## src/hw/clock_dist_defs.svh

```systemverilog
`ifndef CLOCK_DIST_DEFS_SVH
`define CLOCK_DIST_DEFS_SVH

// ------------------------------------------------------------
// Register offsets and reset values
// ------------------------------------------------------------
`define OFS_IFACE_CLK 7'h01
`define OFS_TX_PATH 7'h13
`define OFS_SYNTH 7'h15
`define OFS_AUX_SRC 7'h16
`define RST_IFACE_CLK 8'h00
`define RST_TX_PATH 8'h00
`define RST_SYNTH 8'h00
`define RST_AUX_SRC 8'h00

// ------------------------------------------------------------
// Field positions
// ------------------------------------------------------------
`define BIT_AUX_EN 2
`define BIT_DCLK_INV 1
`define CLK_MODE_LSB 5
`define BIT_TX_FALL 5
`define UPS_LSB 0
`define BIT_BYPASS 7
`define BIT_ADC_HALF 5
`define BIT_RX_SRC 4
`define BIT_DIV5 3
`define MULT_LSB 0
`define BIT_AUX_SRC 5

// ------------------------------------------------------------
// Counts and limits
// ------------------------------------------------------------
`define MULT_MAX 3'h4
`define FRAME_BITS 5'h10
`define ADDR_BITS 5'h08
`define TX_W 10
`define SYNC_W 19

`endif

```

## src/hw/clock_dist_pkg.sv

```systemverilog
package clock_dist_pkg;

  typedef enum logic [1:0] {
    SER_IDLE = 2'h0,
    SER_ADDR = 2'h1,
    SER_DATA = 2'h3
  } serial_state_e;

  typedef enum logic [3:0] {
    MODE_1 = 4'h1,
    MODE_2 = 4'h2,
    MODE_4 = 4'h4,
    MODE_5 = 4'h5,
    MODE_7 = 4'h7,
    MODE_8 = 4'h8,
    MODE_10 = 4'hA
  } clock_mode_e;

  typedef logic [7:0] reg_byte_t;

endpackage : clock_dist_pkg

```

## src/hw/clock_divider.sv

```systemverilog
`timescale 1ns/1ns
`default_nettype none

module clock_divider #(
  parameter int CW = 2
) (
  input wire logic clock,
  input wire logic reset,
  input wire logic clock_enable,
  input wire logic [1:0] ratio_log2,
  output var logic clk_out
);

  logic [CW-1:0] count_r;
  logic [CW-1:0] count_nxt;
  logic [CW-1:0] limit;
  logic clk_r;
  logic clk_nxt;

  // Half period is 2 to the ratio cycles, 4 for ratio 3; a new ratio is compared against the running count at once.
  always_comb begin
    case (ratio_log2)
      2'h0: limit = CW'(0);
      2'h1: limit = CW'(1);
      default: limit = CW'(3);
    endcase
    count_nxt = count_r + CW'(1);
    clk_nxt = clk_r;
    if (count_r >= limit) begin
      count_nxt = '0;
      clk_nxt = ~clk_r;
    end
  end

  always_ff @(posedge clock) begin
    if (reset) begin
      count_r <= '0;
      clk_r <= 1'b0;
    end else if (clock_enable) begin
      count_r <= count_nxt;
      clk_r <= clk_nxt;
    end
  end

  assign clk_out = clk_r;

endmodule : clock_divider

`default_nettype wire

```

## src/hw/transceiver_clock_config.sv

```systemverilog
`timescale 1ns/1ns
`default_nettype none
`include "clock_dist_defs.svh"

module transceiver_clock_config
  import clock_dist_pkg::*;
(
  input wire logic clock,
  input wire logic reset,
  input wire logic clock_enable,
  input wire logic serial_select,
  input wire logic serial_clock,
  input wire logic serial_data_in,
  output var logic serial_data_out,
  output var logic serial_data_oe,
  input wire logic duplex_select_pin,
  input wire logic narrow_select,
  input wire logic [1:0] upsample_select_pins,
  input wire logic link_direction_pin,
  input wire logic aux_sync_clock_pin_in,
  output var logic aux_sync_clock_pin_out,
  output var logic aux_sync_clock_pin_oe,
  output var logic data_clock_pin,
  input wire logic [`TX_W-1:0] tx_data_pins,
  output var logic [`TX_W-1:0] tx_word,
  output var logic tx_word_valid,
  input wire logic [`TX_W-1:0] rx_word,
  output var logic [`TX_W-1:0] rx_data_pins,
  output var logic [2:0] synth_multiplier_code,
  output var logic synth_bypass,
  output var logic synth_fifth_divide,
  output var logic rx_from_synth,
  output var logic adc_clock_halved,
  output var logic [1:0] upsample_code,
  output var logic tx_latch_falling,
  output var clock_mode_e clock_mode,
  output var logic signed [3:0] tx_clock_shift,
  output var logic pin_mode,
  output var logic interleave_fault
);

  // ------------------------------------------------------------
  // Pin synchronisers
  // ------------------------------------------------------------
  logic [`SYNC_W-1:0] meta_r;
  logic [`SYNC_W-1:0] sync_r;
  logic sclk_d_r;

  always_ff @(posedge clock) begin
    if (reset) begin
      meta_r <= '0;
      sync_r <= '0;
      sclk_d_r <= 1'b0;
    end else if (clock_enable) begin
      meta_r <= {serial_select, serial_clock, serial_data_in, duplex_select_pin, narrow_select,
                 upsample_select_pins, link_direction_pin, aux_sync_clock_pin_in, tx_data_pins};
      sync_r <= meta_r;
      sclk_d_r <= sync_r[17];
    end
  end

  logic sel_s;
  logic sclk_s;
  logic sdi_s;
  logic fd_s;
  logic narrow_s;
  logic [1:0] ups_s;
  logic dir_tx_s;
  logic aux_in_s;
  logic [`TX_W-1:0] txd_s;
  logic sclk_rise;
  logic sclk_fall;

  assign {sel_s, sclk_s, sdi_s, fd_s, narrow_s, ups_s, dir_tx_s, aux_in_s, txd_s} = sync_r;
  assign sclk_rise = sclk_s & ~sclk_d_r;
  assign sclk_fall = ~sclk_s & sclk_d_r;

  // ------------------------------------------------------------
  // Serial register port
  // ------------------------------------------------------------
  serial_state_e ser_state_r;
  serial_state_e ser_state_nxt;
  logic [4:0] bit_count_r;
  logic [4:0] bit_count_nxt;
  logic [15:0] shift_in_r;
  logic [15:0] shift_in_nxt;
  reg_byte_t shift_out_r;
  reg_byte_t shift_out_nxt;
  logic read_r;
  logic read_nxt;
  logic pin_mode_r;
  logic pin_mode_nxt;
  reg_byte_t iface_clk_r;
  reg_byte_t iface_clk_nxt;
  reg_byte_t tx_path_r;
  reg_byte_t tx_path_nxt;
  reg_byte_t synth_r;
  reg_byte_t synth_nxt;
  reg_byte_t aux_src_r;
  reg_byte_t aux_src_nxt;
  reg_byte_t read_data;
  logic [15:0] frame;

  always_comb begin
    ser_state_nxt = ser_state_r;
    bit_count_nxt = bit_count_r;
    shift_in_nxt = shift_in_r;
    shift_out_nxt = shift_out_r;
    read_nxt = read_r;
    iface_clk_nxt = iface_clk_r;
    tx_path_nxt = tx_path_r;
    synth_nxt = synth_r;
    aux_src_nxt = aux_src_r;
    frame = {shift_in_r[14:0], sdi_s};
    // Pin mode holds until the serial port is selected for the first time.
    pin_mode_nxt = pin_mode_r & ~sel_s;
    // The address sits in the low bits when the eighth bit arrives.
    case (frame[6:0])
      `OFS_IFACE_CLK: read_data = iface_clk_r;
      `OFS_TX_PATH: read_data = tx_path_r;
      `OFS_SYNTH: read_data = synth_r;
      `OFS_AUX_SRC: read_data = aux_src_r;
      default: read_data = 8'h00;
    endcase
    case (ser_state_r)
      SER_IDLE: begin
        bit_count_nxt = 5'h00;
        read_nxt = 1'b0;
        if (sel_s) begin
          ser_state_nxt = SER_ADDR;
        end
      end
      SER_ADDR: begin
        if (sclk_rise) begin
          shift_in_nxt = frame;
          bit_count_nxt = bit_count_r + 5'h01;
          if (bit_count_r + 5'h01 == `ADDR_BITS) begin
            read_nxt = frame[7];
            shift_out_nxt = read_data;
            ser_state_nxt = SER_DATA;
          end
        end
      end
      SER_DATA: begin
        if (sclk_fall && bit_count_r != `ADDR_BITS) begin
          shift_out_nxt = {shift_out_r[6:0], 1'b0};
        end
        if (sclk_rise && bit_count_r != `FRAME_BITS) begin
          shift_in_nxt = frame;
          bit_count_nxt = bit_count_r + 5'h01;
          if (bit_count_r + 5'h01 == `FRAME_BITS && !read_r) begin
            case (frame[14:8])
              `OFS_IFACE_CLK: iface_clk_nxt = frame[7:0];
              `OFS_TX_PATH: tx_path_nxt = frame[7:0];
              `OFS_SYNTH: synth_nxt = frame[7:0];
              `OFS_AUX_SRC: aux_src_nxt = frame[7:0];
              default: iface_clk_nxt = iface_clk_r;
            endcase
          end
        end
      end
      default: ser_state_nxt = SER_IDLE;
    endcase
    if (!sel_s) begin
      ser_state_nxt = SER_IDLE;
    end
  end

  always_ff @(posedge clock) begin
    if (reset) begin
      ser_state_r <= SER_IDLE;
      bit_count_r <= 5'h00;
      shift_in_r <= 16'h0000;
      shift_out_r <= 8'h00;
      read_r <= 1'b0;
      pin_mode_r <= 1'b1;
      iface_clk_r <= `RST_IFACE_CLK;
      tx_path_r <= `RST_TX_PATH;
      synth_r <= `RST_SYNTH;
      aux_src_r <= `RST_AUX_SRC;
    end else if (clock_enable) begin
      ser_state_r <= ser_state_nxt;
      bit_count_r <= bit_count_nxt;
      shift_in_r <= shift_in_nxt;
      shift_out_r <= shift_out_nxt;
      read_r <= read_nxt;
      pin_mode_r <= pin_mode_nxt;
      iface_clk_r <= iface_clk_nxt;
      tx_path_r <= tx_path_nxt;
      synth_r <= synth_nxt;
      aux_src_r <= aux_src_nxt;
    end
  end

  // ------------------------------------------------------------
  // Effective clock configuration
  // ------------------------------------------------------------
  logic half_wide;
  logic interleaved;
  logic [2:0] mult_raw;
  logic [1:0] ups_raw;
  logic [1:0] ups_eff;
  logic [1:0] ups_log2;
  logic bypass_raw;
  logic [2:0] mode_field;
  logic [2:0] mult_r;
  logic [2:0] mult_nxt;
  logic [1:0] ups_r;
  logic bypass_r;
  logic div5_r;
  logic rx_src_r;
  logic adc_half_r;
  logic tx_fall_r;
  logic fault_r;
  clock_mode_e mode_r;
  clock_mode_e mode_nxt;
  logic signed [3:0] shift_r;
  logic signed [3:0] shift_nxt;
  logic [1:0] div_ratio;

  always_comb begin
    half_wide = ~fd_s & ~(pin_mode_r ? aux_in_s : narrow_s);
    mode_field = pin_mode_r ? 3'h0 : iface_clk_r[`CLK_MODE_LSB +: 3];
    if (fd_s) begin
      mode_nxt = (mode_field == 3'h0) ? MODE_1 : MODE_2;
    end else if (half_wide) begin
      mode_nxt = (mode_field == 3'h0) ? MODE_4 : MODE_5;
    end else begin
      case (mode_field)
        3'h0: mode_nxt = MODE_7;
        3'h1: mode_nxt = MODE_8;
        default: mode_nxt = MODE_10;
      endcase
    end
    if (pin_mode_r) begin
      case (ups_s)
        2'h0: begin
          ups_raw = half_wide ? 2'h0 : 2'h1;
          mult_raw = half_wide ? 3'h0 : 3'h1;
          bypass_raw = half_wide;
        end
        2'h1: begin
          ups_raw = 2'h1;
          mult_raw = 3'h1;
          bypass_raw = 1'b0;
        end
        default: begin
          ups_raw = 2'h2;
          mult_raw = 3'h2;
          bypass_raw = 1'b0;
        end
      endcase
    end else begin
      ups_raw = tx_path_r[`UPS_LSB +: 2];
      mult_raw = synth_r[`MULT_LSB +: 3];
      bypass_raw = synth_r[`BIT_BYPASS];
    end
    interleaved = ~half_wide;
    ups_eff = (interleaved && ups_raw == 2'h0) ? 2'h1 : ups_raw;
    ups_log2 = (ups_eff == 2'h3) ? 2'h2 : ups_eff;
    mult_nxt = (mult_raw <= `MULT_MAX) ? mult_raw : mult_r;
    shift_nxt = (bypass_raw ? 4'sh0 : signed'({1'b0, mult_nxt})) - signed'({2'b00, ups_log2})
              + signed'({3'b000, interleaved});
    div_ratio = ups_log2 - {1'b0, interleaved};
  end

  always_ff @(posedge clock) begin
    if (reset) begin
      mult_r <= 3'h0;
      ups_r <= 2'h0;
      bypass_r <= 1'b0;
      div5_r <= 1'b0;
      rx_src_r <= 1'b0;
      adc_half_r <= 1'b0;
      tx_fall_r <= 1'b0;
      fault_r <= 1'b0;
      mode_r <= MODE_1;
      shift_r <= 4'sh0;
    end else if (clock_enable) begin
      mult_r <= mult_nxt;
      ups_r <= ups_eff;
      bypass_r <= bypass_raw;
      div5_r <= ~pin_mode_r & synth_r[`BIT_DIV5];
      rx_src_r <= ~pin_mode_r & synth_r[`BIT_RX_SRC];
      adc_half_r <= ~pin_mode_r & synth_r[`BIT_ADC_HALF];
      tx_fall_r <= ~pin_mode_r & tx_path_r[`BIT_TX_FALL];
      fault_r <= interleaved && ups_raw == 2'h0;
      mode_r <= mode_nxt;
      shift_r <= shift_nxt;
    end
  end

  // ------------------------------------------------------------
  // Interface clock pins and data
  // ------------------------------------------------------------
  logic tx_clk_q;
  logic ref_img_q;
  logic tx_clk_d_r;
  logic dclk_r;
  logic dclk_nxt;
  logic aux_out_r;
  logic aux_out_nxt;
  logic aux_oe_r;
  logic aux_oe_nxt;
  logic aux_img;
  logic aux_en;
  logic tx_rise;
  logic tx_fallen;
  logic latch_edge;
  logic [`TX_W-1:0] tx_word_r;
  logic [`TX_W-1:0] tx_word_nxt;
  logic tx_valid_r;
  logic tx_valid_nxt;
  logic [`TX_W-1:0] rx_pins_r;
  logic [`TX_W-1:0] rx_pins_nxt;

  // Two dividers on one clock, reset and enable keep both images phase locked to the system clock.
  clock_divider #(.CW(2)) tx_clock_div (
    .clock(clock),
    .reset(reset),
    .clock_enable(clock_enable),
    .ratio_log2(div_ratio),
    .clk_out(tx_clk_q)
  );

  clock_divider #(.CW(2)) ref_image_div (
    .clock(clock),
    .reset(reset),
    .clock_enable(clock_enable),
    .ratio_log2(2'h0),
    .clk_out(ref_img_q)
  );

  always_comb begin
    aux_en = ~pin_mode_r & iface_clk_r[`BIT_AUX_EN];
    tx_rise = tx_clk_q & ~tx_clk_d_r;
    tx_fallen = ~tx_clk_q & tx_clk_d_r;
    aux_img = aux_src_r[`BIT_AUX_SRC] ? tx_clk_q : ref_img_q;
    aux_oe_nxt = fd_s | aux_en;
    if (fd_s) begin
      aux_out_nxt = aux_img ^ aux_en;
    end else begin
      aux_out_nxt = aux_en & aux_img;
    end
    dclk_nxt = tx_clk_q ^ (~pin_mode_r & iface_clk_r[`BIT_DCLK_INV]);
    latch_edge = tx_fall_r ? tx_fallen : tx_rise;
    tx_valid_nxt = latch_edge & (fd_s | dir_tx_s);
    tx_word_nxt = tx_valid_nxt ? txd_s : tx_word_r;
    rx_pins_nxt = (tx_rise && (fd_s || !dir_tx_s)) ? rx_word : rx_pins_r;
  end

  always_ff @(posedge clock) begin
    if (reset) begin
      tx_clk_d_r <= 1'b0;
      dclk_r <= 1'b0;
      aux_out_r <= 1'b0;
      aux_oe_r <= 1'b0;
      tx_word_r <= '0;
      tx_valid_r <= 1'b0;
      rx_pins_r <= '0;
    end else if (clock_enable) begin
      tx_clk_d_r <= tx_clk_q;
      dclk_r <= dclk_nxt;
      aux_out_r <= aux_out_nxt;
      aux_oe_r <= aux_oe_nxt;
      tx_word_r <= tx_word_nxt;
      tx_valid_r <= tx_valid_nxt;
      rx_pins_r <= rx_pins_nxt;
    end
  end

  assign serial_data_out = shift_out_r[7];
  assign serial_data_oe = read_r;
  assign aux_sync_clock_pin_out = aux_out_r;
  assign aux_sync_clock_pin_oe = aux_oe_r;
  assign data_clock_pin = dclk_r;
  assign tx_word = tx_word_r;
  assign tx_word_valid = tx_valid_r;
  assign rx_data_pins = rx_pins_r;
  assign synth_multiplier_code = mult_r;
  assign synth_bypass = bypass_r;
  assign synth_fifth_divide = div5_r;
  assign rx_from_synth = rx_src_r;
  assign adc_clock_halved = adc_half_r;
  assign upsample_code = ups_r;
  assign tx_latch_falling = tx_fall_r;
  assign clock_mode = mode_r;
  assign tx_clock_shift = shift_r;
  assign pin_mode = pin_mode_r;
  assign interleave_fault = fault_r;
endmodule : transceiver_clock_config

`default_nettype wire

```

## config.mk

```make
export PLATFORM = sky130hd
export DESIGN_NAME = transceiver_clock_config
export DESIGN_NICKNAME = d
export VERILOG_FILES = /design/src/hw/clock_dist_pkg.sv /design/src/hw/clock_divider.sv /design/src/hw/transceiver_clock_config.sv
export VERILOG_INCLUDE_DIRS = /design/src /design/src/hw
export SDC_FILE = /design/constraint.sdc
export NUM_CORES = 1
export LEC_CHECK = 0
export BUFFER_PORTS_ARGS = -buffer_cell sky130_fd_sc_hd__buf_4
export CORE_MARGIN = 2
export CORE_UTILIZATION = 45
export CTS_CLUSTER_DIAMETER = 60
export DETAILED_ROUTE_END_ITERATION = 8
export MAX_ROUTING_LAYER = met4
export PLACE_DENSITY_LB_ADDON = 0.08
export REMOVE_ABC_BUFFERS = 1
export SLEW_MARGIN = 10
export SYNTH_ARGS = -nofsm -noshare
export SYNTH_HDL_FRONTEND = slang
export SYNTH_SLANG_ARGS = --single-unit
```

## constraint.sdc

```tcl
create_clock -name clock -period 2.55 [get_ports clock]
set_input_delay 0.255 -clock clock [delete_from_list [all_inputs] [get_ports clock]]
set_output_delay 0.255 -clock clock [all_outputs]
set_load 0.03 [all_outputs]
```

Word-level counts from Yosys, hierarchy flattened
Cells that the tools add are included.
W data, S select, Z words.
- magnitude comparators: 3
- $add $sub $neg: 6
- muxes and demuxes: 43
- reductions and logical operators: 29
- bitwise gates (word level): 28
- eq/ne operators: 25
- operators by type and width (kind ; count):
    $eq A7 B5 Y1 const B ; 6
    $pmux W8 S4 ; 1
    $mux W14 ; 2
    $pmux W14 S2 ; 1
    $reduce_and A5 Y1 ; 5
    $mux W8 ; 3
    $mux W2 ; 9
    $pmux W8 S2 ; 1
    $reduce_and A4 Y1 ; 4
    $pmux W5 S3 ; 1
    $and A1 B1 Y1 ; 14
    $eq A7 B1 Y1 const B ; 2
    $mux W3 ; 4
    $pmux W2 S2 ; 3
    $mux W1 ; 11
    $mux W5 ; 2
    $ne A2 B2 Y1 const B ; 5
    $not A1 Y1 ; 10
    $logic_not A2 Y1 ; 4
    $mux W4 ; 2
    $pmux W4 S2 ; 1
    $reduce_and A2 Y1 ; 4
    $eq A2 B1 Y1 const B ; 3
    $ne A3 B3 Y1 const B ; 2
    24 further kinds ; 34
- logic and storage cells: 168
- bits of input ports: 32
- output and inout port bits: 46
- register bits: 152

Longest topological paths before layout
Gate-level depths: netlist of run 1.
- depth after elaboration: 16
- mapped depth: 15
- mapped depth without buffers: 14

Modules after synthesis
From an unflattened synthesis of run 1, not the netlist that was laid out.
- cells, all modules: 744
- area, all modules: 6869.1 µm²
- by module, submodules not included (module ; seq. area each (µm²) ; area an instance (µm²) ; cells each ; instances):
    transceiver_clock_config ; 2922.8 ; 6511.2 ; 706 ; 1
    clock_divider ; 60.1 ; 178.9 ; 19 ; 2

Worst setup path before layout of run 1
No wires, ideal clock.
- kind: reg-to-reg
- start point: reg pin_mode_r, in the netlist pin_mode
- end point: reg shift_r[3], in the netlist tx_clock_shift[3]
- path buffers: 1
- data arrival time: 2762 ps
- path slack: -297 ps
- library setup time: 86 ps
- clock period less this slack: 2847 ps
- data required time: 2464 ps
- stages on the path, launching flop included: 13
- cell sequence: dfxtp_1 > clkbuf_1 > mux2i_1 > nand2b_1 > nor3_1 > mux2i_1 > nor2b_1 > ha_1 > ha_1 > a21o_1 > a21oi_1 > xor2_1 > a211oi_1
- cells in the longest elaborated chain, start to end: 13
- RTL lines (element ; line ; source):
    start: declaration ; transceiver_clock_config.sv:91 ; logic pin_mode_r;
    start signal: assignment ; transceiver_clock_config.sv:187 ; pin_mode_r <= pin_mode_nxt;
    $mux W1 ; transceiver_clock_config.sv:222 ; half_wide = ~fd_s & ~(pin_mode_r ? aux_in_s : narrow_s);
    $not A1 Y1 ; transceiver_clock_config.sv:222 ;
    $and A1 B1 Y1 ; transceiver_clock_config.sv:222 ;
    $mux W1 ; transceiver_clock_config.sv:238, transceiver_clock_config.sv:239 ;
    $pmux W2 S2 ; transceiver_clock_config.sv:236 ; case (ups_s)
    $mux W2 ; transceiver_clock_config.sv:235 ; if (pin_mode_r) begin
    $logic_not A2 Y1 ; transceiver_clock_config.sv:259 ; ups_eff = (interleaved && ups_raw == 2'h0) ? 2'h1 : ups_raw;
    $logic_and A1 B1 Y1 ; transceiver_clock_config.sv:259 ;
    $mux W2 ; transceiver_clock_config.sv:259 ;
    $eq A2 B2 Y1 ; transceiver_clock_config.sv:260 ; ups_log2 = (ups_eff == 2'h3) ? 2'h2 : ups_eff;
    $mux W2 ; transceiver_clock_config.sv:260 ;
    $sub A3 B2 Y4 ; transceiver_clock_config.sv:262 ; shift_nxt = (bypass_raw ? 4'sh0 : signed'({1'b0, mult_nxt})) - signed'({2'b00, ups_log2})
    $add A4 B2 Y4 (*) ; transceiver_clock_config.sv:263 ; + signed'({3'b000, interleaved});
    end signal: assignment ; transceiver_clock_config.sv:289 ; shift_r <= shift_nxt;
    end: declaration ; transceiver_clock_config.sv:217 ; logic signed [3:0] shift_r;
Mark *: on every way between the ends. The rest lies on a longest branch, timed or not.
A chain may end at the register's enable or synchronous reset.

Final worst setup path of run 1
Ends and elaborated chain as after synthesis.

==> flow_metrics.env, run 1 <==
export IMPL_status="finished, final reports clean"
export IMPL_hold_class="primary input to flop"
export IMPL_endpoint_kind="flop"
export IMPL_yosys_warnings=0
export IMPL_dieArea_sq_um=15800
export IMPL_grt_pass1_wl_um=25600
export IMPL_critPathTopFamily="adder cells"
export IMPL_cap_violations=0
export IMPL_p_sw_frac=0.236
export IMPL_track_usage=0.204
export IMPL_fp_dieH_um=126
export IMPL_slowest_stage="dfxtp_4"
export IMPL_drtAntennaViolNets=0
export IMPL_worstPathRequired_ns=2.84
export IMPL_ir_worst_vdd_mv=0.496
export IMPL_clkPwrFrac=0.461
export IMPL_syn_avg_cell_area_sq_um=9.63
export IMPL_port_buffers=77
export IMPL_synthArstFlopShare=0
export IMPL_synth_distinct_cells=65
export IMPL_cellPowerDensity_nw_per_um2=671
export IMPL_pwr_share_seq=0.450
export IMPL_overflow=0
export IMPL_cts_buffer_depth=2
export IMPL_numCtsBuffers=17
export IMPL_grt_start_max_net_pins=56
export IMPL_whs_ns=0.0706
export IMPL_first_iter_violations=285
export IMPL_worst_r2r_cell_count=11
export IMPL_cts_tree="yes"
export IMPL_finalCriticalPeriod_ns=2.42
export IMPL_dpl_hpwl_um=10600
export IMPL_antenna_found_initial=0
export IMPL_drtPass1Iterations=4
export IMPL_ctsRootBufferMaster="clkbuf_16"
export IMPL_place_congestion=0.861
export IMPL_min_delay_path_depth=3
export IMPL_core_area_sq_um=14500
export IMPL_fin_crit_sh=0.950
export IMPL_cpMostUsedCell="ha_1"
export IMPL_worstPathArrival_ns=2.71
export IMPL_remaining_drc_errors=0
export IMPL_grt_pass1_vias=5107
export IMPL_post_synth_top_area_fraction=0.449
export IMPL_cp_max_fo=4
export IMPL_htree_levels=4
export IMPL_crit_buf_inv=0
export IMPL_diodes=0
export IMPL_post_route_util=0.562
export IMPL_reg2reg_slack_ns=0.13
export IMPL_fin_area_sq_um=8170
export IMPL_vias=5195
export IMPL_seq_area_frac_synth=0.449
export IMPL_syn_to_final_growth_pct=22.3
export IMPL_finalHoldViolations=0
export IMPL_ys_ff_latch=150
export IMPL_pwr_share_comb=0.090
export IMPL_fin_skew_ns=0.00690
export IMPL_p_leak_nw=3.44
export IMPL_die_w_um=126
export IMPL_r2r_end="tx_clock_shift[3]"
export IMPL_cts_hold_buf=0
export IMPL_final_cells=965
export IMPL_slew_violations=0
export IMPL_reg2reg_from="pin_mode"
export IMPL_path_clk_slew_ns=0.06
export IMPL_placed_area_sq_um=7470
export IMPL_switching_power_mw=1.30
export IMPL_critPathMaxStageDelay_ns=0.39
export IMPL_drive_above_1_share=0.233
export IMPL_synth_edf_count=0
export IMPL_io_pins=78
export IMPL_nets=815
export IMPL_netlist_instances=694
export IMPL_grt_util_met1=0.273
export IMPL_clk_latency_ns=0.41
export IMPL_fp_row_count=44
export IMPL_gr_usage_met3=0.0548
export IMPL_crit_path_start_kind="flop"
export IMPL_grt_met2_usage=0.306
export IMPL_via_per_inst=5.38
export IMPL_tightest_slew_ns=0.706
export IMPL_cts_sinks=150
export IMPL_hold_end="rx_data_pins[7]"
export IMPL_yosys_top_cells_area="dfxtp_1 45%, mux2i_1 17%, nor2_1 8.0%"
export IMPL_drt_wl_total_um=15200
export IMPL_initial_core_util=0.460
export IMPL_p_total_mw=5.48
export IMPL_critPathKind="flop to flop"
export IMPL_rsz0062_at_grt="true"
export IMPL_finalSetupViolCount=0
export IMPL_synth_area_sq_um=6680
export IMPL_synth_main_ff_cell="dfxtp_1"
export IMPL_avgRoutedWirePerCell_um=15.7
export IMPL_slew_headroom=0.527
export IMPL_max_clock_freq_ghz=0.413
export IMPL_dp_cells=931
export IMPL_synth_top_area_cell="dfxtp_1"
export IMPL_worstHoldStart="rx_word[7]"
export IMPL_top_usage_layer="met2"
export IMPL_cp_cell_sequence="mux2i_4, nand2b_4, nor3_2, mux2i_1, nor2b_1, ha_1, ha_1, a21o_1, a21oi_2, xor2_1, a211oi_1"
export IMPL_intPower_mw=4.18
## cell usage after synthesis, types with 2 or more instances
master / count
a211oi_1: 13
a211oi_2: 7
a21oi_1: 21
a21oi_2: 8
a22oi_1: 27
a31oi_1: 2
and2_1: 3
and3_1: 3
buf_1: 8
buf_2: 14
buf_6: 2
clkbuf_1: 23
dfxtp_1: 150
ha_1: 13
inv_1: 15
mux2i_1: 111
nand2_1: 23
nand2b_1: 8
nand3_1: 7
nand4_1: 2
nand4_4: 4
nand4b_1: 2
nor2_1: 142
nor2b_1: 10
nor3_1: 13
nor3b_1: 2
nor4b_2: 2
o21ai_0: 6
o22ai_1: 9
xnor2_1: 5
xor2_1: 5
## power by group through the flow
stage	sequential (mW)	clock (mW)	combinational [mW]
after floorplan	2.57	0	0.200
after global placement	2.51	0	0.471
after detailed placement	2.51	0	0.482
after CTS	2.46	2.58	0.485
after global routing	2.47	2.70	0.540
final	2.46	2.52	0.492
## worst min-delay path: stages
cell and delay, ns:
buf_4 0.08, mux2i_1 0.05, nor2_1 0.07
## logic make-up after synthesis
logic type | count (synthesis) | synth area share
compound gates | 107 | 0.123
xor+xnor | 10 | 0.0131
fa+ha+maj | 14 | 0.0273
buf+inv | 64 | 0.0414
flops | 150 | 0.449
mux | 112 | 0.168
simple gates | 237 | 0.178
## repair_timing
item                                   CTS  global route
setup endpoints to repair                6             6
pin swaps                                0             3
setup buffers                            1             2
endpoints found under the hold margin    0             0
gates resized for setup                  4            19
## sequential cells by signal, summed over array words and instances (netlist names), 10 cells and up
signal,flops
rx_data_pins,10
tx_word,10
shift_in_r,14
meta_r,19
sync_r,19
## routing by layer
metal	up-vias	wire length, um
met1	2513	7310
met4	0	209
met2	99	6990
met5	-	0
li1	2570	-
met3	13	678
## layout by cell type (no fill, tap or decap), drive strengths merged, types with 9 or more instances in the layout
cell,count
a211oi,20
a21oi,29
a22oi,27
buf,104
clkbuf,22
dfxtp,150
ha,13
inv,18
mux2i,111
nand2,24
nor2,144
nor2b,10
nor3,13
o22ai,9
## worst max path at each step
stage	endpoint	slack, ns	depth (start not counted)	startpoint
after floorplan	tx_clock_shift[3]	-0.37	11	pin_mode
after global placement	tx_clock_shift[2]	-0.13	13	sync_r[10]
after detailed placement	tx_clock_shift[2]	-0.21	13	sync_r[10]
after CTS	tx_clock_shift[3]	-0.006	12	sync_r[10]
after global routing	tx_clock_shift[3]	-0.05	11	pin_mode
final	tx_clock_shift[3]	0.13	11	pin_mode
## through the flow
step                setup slack, ns  TNS (ns)
global route                -0.0540   -0.0988
detailed placement           -0.206    -0.698
floorplan                    -0.367     -1.44
CTS                        -0.00644  -0.00644
global placement             -0.126    -0.199
finish                        0.128         0
## layout make-up
cell class	count	area [sq um]
Fill cell	1291	6360
Multi-Input combinational cell	480	3470
Sequential cell	150	3010
Timing Repair Buffer	104	801
Clock buffer	22	484
Tap cell	184	230
Clock inverter	9	116
Inverter	16	60.1
Note: power is estimated with default switching activity, not from simulation.
==> run 2, diff against run 1 <==
ABC_AREA = 1   (was default)
==> flow_metrics.env, run 2 <==
export IMPL_slew_headroom=0.497
export IMPL_worstPathArrival_ns=2.78
export IMPL_cts_buffer_depth=2
export IMPL_synth_most_common_cell="nor2_1"
export IMPL_first_iter_violations=354
export IMPL_synth_distinct_cells=45
export IMPL_max_clock_freq_ghz=0.406
export IMPL_antenna_found_initial=0
export IMPL_port_buffers=77
export IMPL_post_synth_top_area_fraction=0.445
export IMPL_drive_above_1_share=0.201
export IMPL_core_area_sq_um=14600
export IMPL_fill_cells=1467
export IMPL_seq_area_frac_synth=0.445
export IMPL_avgRoutedWirePerCell_um=13.5
export IMPL_fin_skew_ns=0.0264
export IMPL_track_usage=0.213
export IMPL_slowest_stage="dfxtp_4"
export IMPL_finalSetupViolCount=0
export IMPL_worstPathRequired_ns=2.87
export IMPL_io_pins=78
export IMPL_p_total_mw=5.78
export IMPL_synth_area_sq_um=6750
export IMPL_post_route_util=0.567
export IMPL_path_clk_slew_ns=0.06
export IMPL_pre_cts_slack_ns=-0.0110
export IMPL_initial_core_util=0.463
export IMPL_slew_violations=0
export IMPL_nets=1063
export IMPL_cp_cell_sequence="inv_4, nand2_2, nand4_1, a22oi_2, buf_4, nand2_2, nand2_2, inv_1, ha_1, inv_1, ha_2, inv_2, fa_2, xnor2_1, o21ai_1, inv_1"
export IMPL_overflow=0
export IMPL_drtPass1Iterations=5
export IMPL_remaining_drc_errors=0
export IMPL_syn_to_final_growth_pct=22.6
export IMPL_p_leak_nw=3.71
export IMPL_grt_start_max_net_pins=118
export IMPL_setup_slack_ns=0.0874
export IMPL_ir_worst_vdd_mv=0.452
export IMPL_cap_violations=0
export IMPL_fin_crit_sh=0.966
export IMPL_finalHoldViolations=0
export IMPL_fp_row_count=44
export IMPL_synth_edf_count=0
export IMPL_fp_dieH_um=127
export IMPL_grt_pass1_wl_um=27200
export IMPL_endpoint_kind="flop"
export IMPL_cts_tree="yes"
export IMPL_critPathKind="flop to flop"
export IMPL_final_cell_mix="176 x nor2_1, 149 x dfxtp_1, 122 x o21ai_0"
export IMPL_dieArea_sq_um=16000
export IMPL_ctsRootBufferMaster="clkbuf_16"
export IMPL_cp_max_fo=4
export IMPL_critPathTopFamily="adder cells"
export IMPL_vias=5954
export IMPL_crit_buf_inv=6
export IMPL_rsz0062_at_grt="true"
export IMPL_synthTopCellsByCount="176 x nor2_1, 150 x dfxtp_1, 128 x o21ai_0"
export IMPL_htree_levels=4
export IMPL_cellPowerDensity_nw_per_um2=698
export IMPL_place_congestion=0.821
export IMPL_hold_class="primary input to flop"
export IMPL_crit_path_start_kind="flop"
export IMPL_tightest_slew_ns=0.750
export IMPL_synthArstFlopShare=0
export IMPL_ys_ff_latch=150
export IMPL_status="finished, final reports clean"
export IMPL_clk_latency_ns=0.44
export IMPL_via_per_inst=4.90
export IMPL_diodes=0
export IMPL_cts_hold_buf=0
export IMPL_critPathMaxStageDelay_ns=0.37
export IMPL_syn_avg_cell_area_sq_um=7.24
export IMPL_synth_top_area_cell="dfxtp_1"
export IMPL_yosys_warnings=0
export IMPL_mostFrequentLayoutCell="nor2_1"
export IMPL_grt_pass1_vias=5575
export IMPL_finalCriticalPeriod_ns=2.46
export IMPL_dpl_hpwl_um=10900
export IMPL_numCtsBuffers=17
export IMPL_cts_sinks=150
export IMPL_netlist_instances=933
export IMPL_die_w_um=127
export IMPL_drtAntennaViolNets=0
export IMPL_reg_top3="meta_r x19, sync_r x19, shift_in_r x14"
export IMPL_yosys_top_cells_area="dfxtp_1 44%, nor2_1 9.8%, o21ai_0 9.5%"
export IMPL_drt_wl_total_um=16300
export IMPL_synth_main_ff_cell="dfxtp_1"
-- run 2: final timing paths --
path | endpoint | from | slack [ns] | depth (start not counted)
setup / recovery | tx_clock_shift[2] | pin_mode | 0.09 | 16
hold / removal | meta_r[5] | tx_data_pins[5] | 0.04 | 3
setup reg to reg | tx_clock_shift[2] | pin_mode | 0.09 | 16
hold reg to reg | tx_word[4] | tx_word[4] | 0.44 | 2
-- run 2: timing repair --
| action | 4_1_cts | 5_1_grt |
|---|---|---|
| endpoints found under the setup margin | 1 | 6 |
| gates resized for setup | 2 | 29 |
| buffers inserted | 0 | 1 |
| pin swaps | 0 | 10 |
-- run 2: power by group --
group	internal (mW)	switching (mW)
Clock	1.44	0.993
Combinational	0.324	0.491
Sequential	2.46	0.0728
-- run 2: cells by family (layout without fill, tap and decap cells) --
| logic type | after synthesis | after routing | share of synthesized area |
|---|---|---|---|
| flip-flops | 150 | 150 | 0.445 |
| AND/OR/NAND/NOR | 401 | 401 | 0.267 |
| AO/OA/AOI/OAI | 201 | 201 | 0.156 |
| buffers and inverters | 158 | 255 | 0.0939 |
| XOR/XNOR | 9 | 9 | 0.0117 |
| adder cells (fa/ha/maj) | 14 | 14 | 0.0270 |
-- run 2: metal layers --
| metal | global-route usage | wire length, um | vias up |
|---|---|---|---|
| met4 | 0.0543 | 48 | 0 |
| li1 | - | - | 3144 |
| met3 | 0.0481 | 793 | 2 |
| met1 | 0.279 | 7630 | 2686 |
| met5 | - | 0 | - |
| met2 | 0.336 | 7870 | 122 |
-- run 2: worst reg2reg max path: stages (launching register included) --
cell and delay [ns]:
dfxtp_4 0.37, inv_4 0.05, nand2_2 0.06, nand4_1 0.16, a22oi_2 0.26, buf_4 0.15, nand2_2 0.05, nand2_2 0.06
inv_1 0.04, ha_1 0.28, inv_1 0.06, ha_2 0.17, inv_2 0.04, fa_2 0.33, xnor2_1 0.13, o21ai_1 0.11
inv_1 0.04
-- run 2: final cells by class --
| type | instances | area, sq um | area share |
|---|---|---|---|
| inverters | 119 | 457 | 0.0552 |
| repair buffers | 104 | 806 | 0.0973 |
| flip-flops and latches | 150 | 3010 | 0.363 |
| well taps | 184 | 230 | 0.0278 |
| clock inverters | 12 | 129 | 0.0156 |
| multi-input cells | 625 | 3210 | 0.388 |
| clock buffers | 20 | 437 | 0.0528 |
-- run 2: through the flow --
stage | area (sq um) | setup TNS, ns | hold slack (ns) | instances
after floorplan | 6570 | -0.786 | 0.324 | 894
after global placement | 7600 | 0 | 0.433 | 1181
after detailed placement | 7600 | -0.0110 | 0.437 | 1181
after CTS | 8170 | 0 | 0.0358 | 1213
after global routing | 8280 | -0.397 | 0.0547 | 1214
final | 8280 | 0 | 0.0352 | 1214
